File: config.mk
export PLATFORM = sky130hd
export DESIGN_NAME = pulse_programming_decoder
export DESIGN_NICKNAME = d
export VERILOG_FILES = /design/src/hdl/pulse_decoder_pkg.sv /design/src/hdl/pulse_evt_if.sv /design/src/hdl/pulse_level_detector.sv /design/src/hdl/pulse_programming_decoder.sv
export SDC_FILE = /design/constraint.sdc
export NUM_CORES = 1
export LEC_CHECK = 0
export BUFFER_PORTS_ARGS = -buffer_cell sky130_fd_sc_hd__buf_2
export CAP_MARGIN = 20
export CORE_MARGIN = 2
export CORE_UTILIZATION = 65
export DETAILED_ROUTE_END_ITERATION = 6
export GPL_ROUTABILITY_DRIVEN = 0
export PLACE_DENSITY = 0.82
export RECOVER_POWER = 100
export SYNTH_ARGS = -nofsm -noshare
export SYNTH_HDL_FRONTEND = slang
export SYNTH_SLANG_ARGS = --single-unit
File: constraint.sdc
create_clock -name core_clk_i -period 4.1 [get_ports core_clk_i]
set_input_delay 0 -clock core_clk_i [delete_from_list [all_inputs] [get_ports core_clk_i]]
set_output_delay 0 -clock core_clk_i [all_outputs]
set_load 0.005 [all_outputs]
File: src/hdl/pulse_decoder_pkg.sv
// constants and types shared by the pulse programming decoder
package pulse_decoder_pkg;
  localparam int unsigned CLK_MHZ      = 20;
  localparam int unsigned T_LOW_US     = 40;
  localparam int unsigned T_ACTIVE_US  = 40;
  localparam int unsigned T_BLOW_US    = 40;
  localparam int unsigned T_LONG_US    = 400;
  localparam int unsigned LOW_CYC      = T_LOW_US * CLK_MHZ;
  localparam int unsigned ACTIVE_CYC   = T_ACTIVE_US * CLK_MHZ;
  localparam int unsigned BLOW_CYC     = T_BLOW_US * CLK_MHZ;
  localparam int unsigned LONG_CYC     = T_LONG_US * CLK_MHZ;
  localparam int unsigned RUN_W        = 16;
  localparam int unsigned KEY_W        = 4;
  localparam logic [3:0]  KEY_SENS     = 4'h1;
  localparam logic [3:0]  KEY_FINE     = 4'h1;
  localparam logic [3:0]  KEY_COARSE   = 4'h2;
  localparam logic [3:0]  KEY_LOCK     = 4'h3;
  localparam logic [7:0]  SETTING_INIT = 8'h00;

  typedef enum {LVL_LOW, LVL_MID, LVL_HIGH} level_t;
  typedef enum {ST_Z1_IDLE, ST_Z1_KEY, ST_Z1_CODE, ST_Z2_KEY, ST_Z2_CODE, ST_DONE, ST_LOCKED} prog_state_t;
endpackage

File: src/hdl/pulse_evt_if.sv
// qualified pulse events between the level detector and the decoder
`timescale 1ns/1ps
interface pulse_evt_if;
  logic mid_evt;
  logic high_evt;
  logic long_evt;
  modport src (output mid_evt, output high_evt, output long_evt);
  modport dst (input mid_evt, input high_evt, input long_evt);
endinterface

File: src/hdl/pulse_level_detector.sv
// three-level pin classifier and pulse timing qualifier
`timescale 1ns/1ps
module pulse_level_detector
  import pulse_decoder_pkg::*;
#(
  parameter int unsigned LONG_CYCLES = LONG_CYC
) (
  input  wire logic   core_clk_i,
  input  wire logic   rst_n_i,
  input  wire logic   mid_cmp_i,
  input  wire logic   high_cmp_i,
  pulse_evt_if.src    evt
);
  logic [2:0]       mid_sync_reg;
  logic [2:0]       high_sync_reg;
  logic             mid_st_reg;
  logic             high_st_reg;
  level_t           level;
  level_t           peak_reg;
  logic [RUN_W-1:0] run_cnt_reg;
  logic             active_reg;
  logic             gap_ok_reg;
  logic             mid_evt_reg;
  logic             high_evt_reg;
  logic             long_evt_reg;
  logic             rise;
  logic             fall;
  logic             qualified;

  always_ff @(posedge core_clk_i) begin
    if (!rst_n_i) begin
      mid_sync_reg  <= 3'h0;
      high_sync_reg <= 3'h0;
    end else begin
      mid_sync_reg  <= {mid_sync_reg[1:0], mid_cmp_i};
      high_sync_reg <= {high_sync_reg[1:0], high_cmp_i};
    end
  end

  always_ff @(posedge core_clk_i) begin
    if (!rst_n_i) begin
      mid_st_reg  <= 1'b0;
      high_st_reg <= 1'b0;
    end else begin
      if (mid_sync_reg[1] == mid_sync_reg[2]) mid_st_reg <= mid_sync_reg[2];
      if (high_sync_reg[1] == high_sync_reg[2]) high_st_reg <= high_sync_reg[2];
    end
  end

  always_comb begin
    if (high_st_reg) level = LVL_HIGH;
    else if (mid_st_reg) level = LVL_MID;
    else level = LVL_LOW;
  end

  assign rise      = !active_reg && (level != LVL_LOW);
  assign fall      = active_reg && (level == LVL_LOW);
  assign qualified = gap_ok_reg && (run_cnt_reg >= RUN_W'(ACTIVE_CYC));

  always_ff @(posedge core_clk_i) begin
    if (!rst_n_i) begin
      active_reg  <= 1'b0;
      run_cnt_reg <= '0;
      gap_ok_reg  <= 1'b0;
      peak_reg    <= LVL_LOW;
    end else begin
      if (rise || fall) begin
        active_reg  <= rise;
        run_cnt_reg <= RUN_W'(1);
      end else if (run_cnt_reg != '1) begin
        run_cnt_reg <= run_cnt_reg + RUN_W'(1);
      end
      if (rise) begin
        gap_ok_reg <= (run_cnt_reg >= RUN_W'(LOW_CYC));
        peak_reg   <= level;
      end else if (active_reg && level == LVL_HIGH) begin
        peak_reg <= LVL_HIGH;
      end
    end
  end

  always_ff @(posedge core_clk_i) begin
    if (!rst_n_i) begin
      mid_evt_reg  <= 1'b0;
      high_evt_reg <= 1'b0;
      long_evt_reg <= 1'b0;
    end else begin
      // mid counted on return to low
      mid_evt_reg  <= fall && qualified && (peak_reg == LVL_MID);
      high_evt_reg <= fall && qualified && (peak_reg == LVL_HIGH);
      // long high is a blow pulse
      long_evt_reg <= fall && qualified && (peak_reg == LVL_HIGH) && (run_cnt_reg >= RUN_W'(LONG_CYCLES));
    end
  end

  assign evt.mid_evt  = mid_evt_reg;
  assign evt.high_evt = high_evt_reg;
  assign evt.long_evt = long_evt_reg;

  evt_exclusive_a: assert property (@(posedge core_clk_i) disable iff (!rst_n_i)
    !(mid_evt_reg && high_evt_reg)) else $error("mid and high event together");
  short_pulse_a: assert property (@(posedge core_clk_i) disable iff (!rst_n_i)
    (fall && run_cnt_reg < RUN_W'(ACTIVE_CYC)) |=> !(mid_evt_reg || high_evt_reg))
    else $error("short pulse produced an event");
  short_gap_a: assert property (@(posedge core_clk_i) disable iff (!rst_n_i)
    (fall && !gap_ok_reg) |=> !(mid_evt_reg || high_evt_reg)) else $error("short gap produced an event");
  long_is_high_a: assert property (@(posedge core_clk_i) disable iff (!rst_n_i)
    long_evt_reg |-> high_evt_reg) else $error("blow event without high event");
endmodule

File: src/hdl/pulse_programming_decoder.sv
// pulse train decoder: zones, keys, codes, activated and blown settings
`timescale 1ns/1ps
module pulse_programming_decoder
  import pulse_decoder_pkg::*;
#(
  parameter int unsigned SENS_W      = 8,
  parameter int unsigned FINE_W      = 8,
  parameter int unsigned COARSE_W    = 8,
  parameter int unsigned LONG_CYCLES = LONG_CYC
) (
  input  wire logic                core_clk_i,
  input  wire logic                rst_n_i,
  input  wire logic                mid_cmp_i,
  input  wire logic                high_cmp_i,
  input  wire logic                factory_clear_i,
  output logic [SENS_W-1:0]        sens_value_o,
  output logic [FINE_W-1:0]        fine_value_o,
  output logic [COARSE_W-1:0]      coarse_value_o,
  output logic                     locked_o,
  output logic [1:0]               zone_o,
  output logic                     reject_o,
  output logic                     fuse_burn_o
);
  pulse_evt_if evt_bus ();

  prog_state_t         state_reg;
  logic [KEY_W-1:0]    key_reg;
  logic [1:0]          sel_reg;
  logic [7:0]          code_reg;
  logic [SENS_W-1:0]   act_sens_reg;
  logic [FINE_W-1:0]   act_fine_reg;
  logic [COARSE_W-1:0] act_coarse_reg;
  logic [SENS_W-1:0]   fuse_sens_reg;
  logic [FINE_W-1:0]   fuse_fine_reg;
  logic [COARSE_W-1:0] fuse_coarse_reg;
  logic                fuse_lock_reg;
  logic                reject_reg;
  logic                burn_reg;
  logic [7:0]          code_max;
  logic                one_bit;
  logic                blow_ok;

  localparam logic [1:0] SEL_NONE   = 2'h0;
  localparam logic [1:0] SEL_SENS   = 2'h1;
  localparam logic [1:0] SEL_FINE   = 2'h2;
  localparam logic [1:0] SEL_COARSE = 2'h3;

  pulse_level_detector #(
    .LONG_CYCLES (LONG_CYCLES)
  ) u_detector (
    .core_clk_i (core_clk_i),
    .rst_n_i    (rst_n_i),
    .mid_cmp_i  (mid_cmp_i),
    .high_cmp_i (high_cmp_i),
    .evt        (evt_bus.src)
  );

  // largest code the register of a selection holds
  function automatic logic [7:0] max_code(input logic [1:0] sel, input logic zone2);
    logic [7:0] m;
    m = 8'h00;
    case (sel)
      SEL_SENS:   m = 8'((1 << SENS_W) - 1);
      SEL_FINE:   m = 8'((1 << FINE_W) - 1);
      SEL_COARSE: m = 8'((1 << COARSE_W) - 1);
      default:    m = zone2 ? 8'h01 : 8'h00;
    endcase
    return m;
  endfunction

  // register chosen by zone and key
  function automatic logic [1:0] decode_key(input logic zone2, input logic [KEY_W-1:0] key);
    logic [1:0] s;
    s = SEL_NONE;
    if (!zone2 && key == KEY_SENS) s = SEL_SENS;
    else if (zone2 && key == KEY_FINE) s = SEL_FINE;
    else if (zone2 && key == KEY_COARSE) s = SEL_COARSE;
    return s;
  endfunction

  // lock register holds one bit, reachable only behind its key in zone two; kept in done so the code stays in range
  assign code_max = max_code(sel_reg, key_reg == KEY_LOCK && (state_reg == ST_Z2_CODE || state_reg == ST_DONE));
  assign one_bit  = (code_reg != 8'h00) && ((code_reg & (code_reg - 8'h01)) == 8'h00);
  assign blow_ok  = one_bit && (sel_reg != SEL_NONE || key_reg == KEY_LOCK);

  always_ff @(posedge core_clk_i) begin
    if (!rst_n_i) begin
      state_reg  <= ST_Z1_IDLE;
      key_reg    <= '0;
      sel_reg    <= SEL_NONE;
      code_reg   <= 8'h00;
      reject_reg <= 1'b0;
      burn_reg   <= 1'b0;
    end else begin
      reject_reg <= 1'b0;
      burn_reg   <= 1'b0;
      case (state_reg)
        ST_Z1_IDLE: begin
          if (fuse_lock_reg && (evt_bus.mid_evt || evt_bus.high_evt)) begin
            state_reg  <= ST_LOCKED;
            reject_reg <= 1'b1;
          end else if (evt_bus.high_evt) begin
            state_reg <= ST_Z1_KEY;
          end else if (evt_bus.mid_evt) begin
            reject_reg <= 1'b1;
          end
        end
        ST_Z1_KEY, ST_Z2_KEY: begin
          if (evt_bus.mid_evt && key_reg != '1) begin
            key_reg <= key_reg + KEY_W'(1);
          end else if (evt_bus.high_evt) begin
            sel_reg   <= decode_key(state_reg == ST_Z2_KEY, key_reg);
            code_reg  <= 8'h00;
            state_reg <= (state_reg == ST_Z1_KEY) ? ST_Z1_CODE : ST_Z2_CODE;
          end
        end
        ST_Z1_CODE, ST_Z2_CODE: begin
          if (evt_bus.mid_evt) begin
            if (code_reg < code_max) code_reg <= code_reg + 8'h01;
          end else if (evt_bus.long_evt) begin
            // single bit per blow, then power cycle
            burn_reg   <= blow_ok;
            reject_reg <= !blow_ok;
            state_reg  <= ST_DONE;
          end else if (evt_bus.high_evt && state_reg == ST_Z1_CODE) begin
            key_reg   <= '0;
            state_reg <= ST_Z2_KEY;
          end else if (evt_bus.high_evt) begin
            reject_reg <= 1'b1;
            state_reg  <= ST_DONE;
          end
        end
        ST_DONE, ST_LOCKED: begin
          reject_reg <= evt_bus.mid_evt || evt_bus.high_evt;
        end
        default: state_reg <= ST_Z1_IDLE;
      endcase
    end
  end

  // activated value follows the code at once
  always_ff @(posedge core_clk_i) begin
    if (!rst_n_i) begin
      act_sens_reg   <= SENS_W'(SETTING_INIT);
      act_fine_reg   <= FINE_W'(SETTING_INIT);
      act_coarse_reg <= COARSE_W'(SETTING_INIT);
    end else if ((state_reg == ST_Z1_CODE || state_reg == ST_Z2_CODE) && evt_bus.mid_evt
                 && code_reg < code_max) begin
      // each selected register keeps its own temporary setting
      case (sel_reg)
        SEL_SENS:   act_sens_reg   <= SENS_W'(code_reg + 8'h01);
        SEL_FINE:   act_fine_reg   <= FINE_W'(code_reg + 8'h01);
        SEL_COARSE: act_coarse_reg <= COARSE_W'(code_reg + 8'h01);
        default:    act_sens_reg   <= act_sens_reg;
      endcase
    end
  end

  // fuses survive power cycles, only set; factory_clear_i clears them
  always_ff @(posedge core_clk_i) begin
    if (factory_clear_i) begin
      fuse_sens_reg   <= '0;
      fuse_fine_reg   <= '0;
      fuse_coarse_reg <= '0;
      fuse_lock_reg   <= 1'b0;
    end else if (rst_n_i && (state_reg == ST_Z1_CODE || state_reg == ST_Z2_CODE)
                 && evt_bus.long_evt && blow_ok) begin
      case (sel_reg)
        SEL_SENS:   fuse_sens_reg   <= fuse_sens_reg | SENS_W'(code_reg);
        SEL_FINE:   fuse_fine_reg   <= fuse_fine_reg | FINE_W'(code_reg);
        SEL_COARSE: fuse_coarse_reg <= fuse_coarse_reg | COARSE_W'(code_reg);
        default:    fuse_lock_reg   <= 1'b1;
      endcase
    end
  end

  // registers not addressed since power-up show only their fuses
  assign sens_value_o   = fuse_sens_reg | act_sens_reg;
  assign fine_value_o   = fuse_fine_reg | act_fine_reg;
  assign coarse_value_o = fuse_coarse_reg | act_coarse_reg;
  assign locked_o       = fuse_lock_reg;
  assign reject_o       = reject_reg;
  assign fuse_burn_o    = burn_reg;
  assign zone_o = (state_reg == ST_Z2_KEY || state_reg == ST_Z2_CODE) ? 2'h2 :
                  (state_reg == ST_Z1_KEY || state_reg == ST_Z1_CODE) ? 2'h1 : 2'h0;

  zone_order_a: assert property (@(posedge core_clk_i) disable iff (!rst_n_i)
    (state_reg == ST_Z2_KEY && $past(state_reg) != ST_Z2_KEY) |-> $past(state_reg) == ST_Z1_CODE)
    else $error("zone two entered without leaving zone one");
  code_sat_a: assert property (@(posedge core_clk_i) disable iff (!rst_n_i)
    code_reg <= code_max) else $error("code above register maximum");
  code_step_a: assert property (@(posedge core_clk_i) disable iff (!rst_n_i)
    (state_reg == ST_Z1_CODE && evt_bus.mid_evt && code_reg < code_max) |=> code_reg == $past(code_reg) + 8'h01)
    else $error("code did not step by one");
  lock_refuse_a: assert property (@(posedge core_clk_i) disable iff (!rst_n_i)
    (fuse_lock_reg && state_reg == ST_Z1_IDLE && evt_bus.high_evt) |=> state_reg == ST_LOCKED && reject_o)
    else $error("locked device accepted programming");
  fuse_keep_a: assert property (@(posedge core_clk_i) disable iff (factory_clear_i)
    (fuse_sens_reg & $past(fuse_sens_reg)) == $past(fuse_sens_reg)) else $error("blown fuse cleared");
  burn_single_a: assert property (@(posedge core_clk_i) disable iff (!rst_n_i)
    fuse_burn_o |-> state_reg == ST_DONE ##1 !fuse_burn_o) else $error("blow not single");
  third_pair_a: assert property (@(posedge core_clk_i) disable iff (!rst_n_i)
    (state_reg == ST_Z2_CODE && evt_bus.high_evt && !evt_bus.long_evt) |=> state_reg == ST_DONE && reject_o)
    else $error("third key-code accepted");
  reset_entry_a: assert property (@(posedge core_clk_i)
    !rst_n_i |=> state_reg == ST_Z1_IDLE && code_reg == 8'h00 && key_reg == '0) else $error("bad power-up state");
endmodule

==> out/metrics.yaml <==
global_route:
  grtUsageTotal_pct: 25.96
  antenna_found_initial: 0
  grt_max_degree: 51
  overflow: 0
  grt_pass1_vias: 3849
  grt_pass1_wl_um: 17640
pwr:
  combPwrFrac_pct: 2.1
  power_density_mw_per_mm2: 306.3
  pwr-share-seq_pct: 60.7
  internal_power_w: 0.001218
  swShare_pct: 23.89
  p_total_w: 0.001600
  p_clk_share_pct: 37.2
  power_leakage_nw: 2.092
  p_sw_w: 0.0003822
  ir_drop_v: 0.0002184
logic_synthesis:
  synth_area_mm2: 0.004918
  synth_area_leaders: "dfxtp_1 40%, mux2i_1 6.5%, ha_1 4.3%"
  yosysWarningCount: 0
  synth_fp_nets: 593
  synth_top_area_cell: "dfxtp_1"
  ys_ff_latch: 99
  synth_flop_cell: "dfxtp_1"
  syn-instance-count: 571
  async_flop_share_pct: 0
  synth_edf_count: 0
  synth.distinct_cells: 66
  synth_top_area_share_pct: 40.30
  ys_seq_area_share_pct: 40.30
  synth_area_per_cell_um2: 8.614
cells_and_area:
  area_growth_pct: 6.207
  final_cell_mix: "99 x dfxtp_1, 56 x nand2_1, 45 x inv_1, 45 x nor2_1, 32 x mux2i_1"
  fin_area_mm2: 0.005224
  antenna_cells: 0
  layout_commonest_cell: "dfxtp_1"
  largest_reg_flops: 16
  nets: 613
  drive_gt1_share_pct: 13.76
  n_fill_cell: 610
clocking:
  htree_num_levels: 3
  cts_tree: "built"
  clock-root-buffer: "clkbuf_8"
  cts_sinks: 99
  clk_pin_slew_worst_paths_ns: 0.10
  clk_latency_ns: 0.36
  max-clock-path-buffers: 2
  numCtsBuffers: 9
  cts.repair.resized: 0
critical_path:
  endpoint: "act_coarse_reg[3]"
  required_ns: 4.33
  reg2reg_slack_ns: 0.96
  r2r_start: "state_reg[2]"
  cp_data_arrival_time_ns: 3.36
  critPathLaunch: "state_reg[2]"
  regToRegEndpoint: "act_coarse_reg[3]"
  critPathKind: "reg2reg"
  r2r_cells: 5
  endpoint_kind: "register"
  critPathLaunchType: "register"
  cp_max_fo: 20
sta:
  tightest_slew_ns: 1.360
  rsz0062_at_grt: "no"
  setup_violations: 0
  layout_worst_path_cycle_share_pct: 76.53
  drv_slew: 0
  setup_ws_ns: 0.9624
  hold_viol: 0
  post-route-min-period_ns: 3.138
  whs_ns: 0.1132
  fin_skew_ns: 0.01185
  relSlewSlack_pct: 9.326
  max_freq_ghz: 0.3187
  tns_ns: 0
min_path:
  worstHoldPathType: "in2reg"
  hold_depth: 2
outcome:
  status: "finished, final reports clean"
routing:
  avgRoutedWirePerCell_um: 15.22
  firstDrtPassIters: 5
  drtIter0Drc: 325
  postRouteAntennaNets: 0
  wirelength_um: 10580
  route.detailed.drc: 0
  vias: 4121
  via_per_inst: 5.929
floorplan:
  die_w_um: 90.99
  die-area_mm2: 0.008278
  start_util_pct: 67.45
  die_y_um: 90.99
  fp-row-count: 31
  core_region_area_mm2: 0.007292
  ios: 34
placement:
  post-place-ws_ns: 1.452
  port_buffers: 33
  placed_area_mm2: 0.005072
  dp_hpwl_um: 7256
run:
  maxCapViolCount: 0
==> synthesized netlist by cell type (all sizes together), types with 10 or more instances <==
cell type	number
nand4	12
and2	10
nor2	45
a21oi	24
nand3	18
nor3	10
dfxtp	99
nand2	56
or2	27
inv	45
ha	17
o21ai	19
mux2i	32
xnor2	14
o22ai	26
clkbuf	13
buf	13
==> cell families (layout without fill, tap and decap cells) <==
| kind of cell | Yosys count | in the layout | share of synthesized area, % |
|---|---|---|---|
| multiplexers | 32 | 32 | 6.512 |
| adder cells (fa/ha/maj) | 18 | 18 | 4.528 |
| AO/OA/AOI/OAI | 115 | 115 | 15.52 |
| AND/OR/NAND/NOR | 219 | 219 | 24.09 |
| buffers and inverters | 74 | 99 | 6.563 |
| XOR/XNOR | 14 | 14 | 2.493 |
| flip-flops | 99 | 99 | 40.30 |
==> repair_timing <==
item	in CTS	in global routing
hold buffers	2	0
setup buffers	0	0
endpoints found under the hold margin	2	0
==> final cells by class <==
| class | instances | area, um2 | share of cell area, % |
|---|---|---|---|
| multi-input combinational | 398 | 2566 | 49.13 |
| sequential | 99 | 1982 | 37.94 |
| timing repair buffer | 37 | 191.4 | 3.665 |
| inverter | 46 | 172.7 | 3.305 |
| clock buffer | 10 | 137.6 | 2.635 |
| tap | 99 | 123.9 | 2.371 |
| clock inverter | 6 | 50.05 | 0.9581 |
==> critical path, cell delays in order (launching register included) <==
cell      delay [ns]
dfxtp_1         0.70
nand2b_1        0.22
a21oi_1         1.10
and3_1          0.31
nand3_1         0.42
mux2i_1         0.24
==> power by group through the flow <==
stage	Combinational, W	Sequential, W	Clock (W)
final	0.0000334	0.000971	0.000596
after global routing	0.0000376	0.000972	0.000648
after floorplan	0.0000246	0.000992	0
after detailed placement	0.0000315	0.000993	0
after global placement	0.0000308	0.000993	0
after CTS	0.0000332	0.000971	0.000601
==> stage by stage <==
step | util, % | instances
after global placement | 69.56 | 677
final | 71.64 | 695
after CTS | 72.41 | 695
after detailed placement | 69.56 | 677
after floorplan | - | 571
after global routing | 71.64 | 695
==> how the worst min path moves through the flow <==
| stage | start | endpoint | slack, ns |
|---|---|---|---|
| final | factory_clear_i | locked_o | 0.11 |
| after global routing | factory_clear_i | locked_o | 0.13 |
| after CTS | factory_clear_i | locked_o | 0.10 |
| after detailed placement | high_cmp_i | u_detector.high_sync_reg[0] | 0.21 |
| after global placement | high_cmp_i | u_detector.high_sync_reg[0] | 0.21 |
| after floorplan | high_cmp_i | u_detector.high_sync_reg[0] | 0.13 |
==> per-layer routing <==
layer	track usage (%)	share of wire [%]	wire (um)
met1	32.93	45	4737
met2	44.44	48	5080
met3	3.817	5.8	616
met4	10.23	1.4	144
met5	0	0	0
Power figures use the tool's default switching activity.
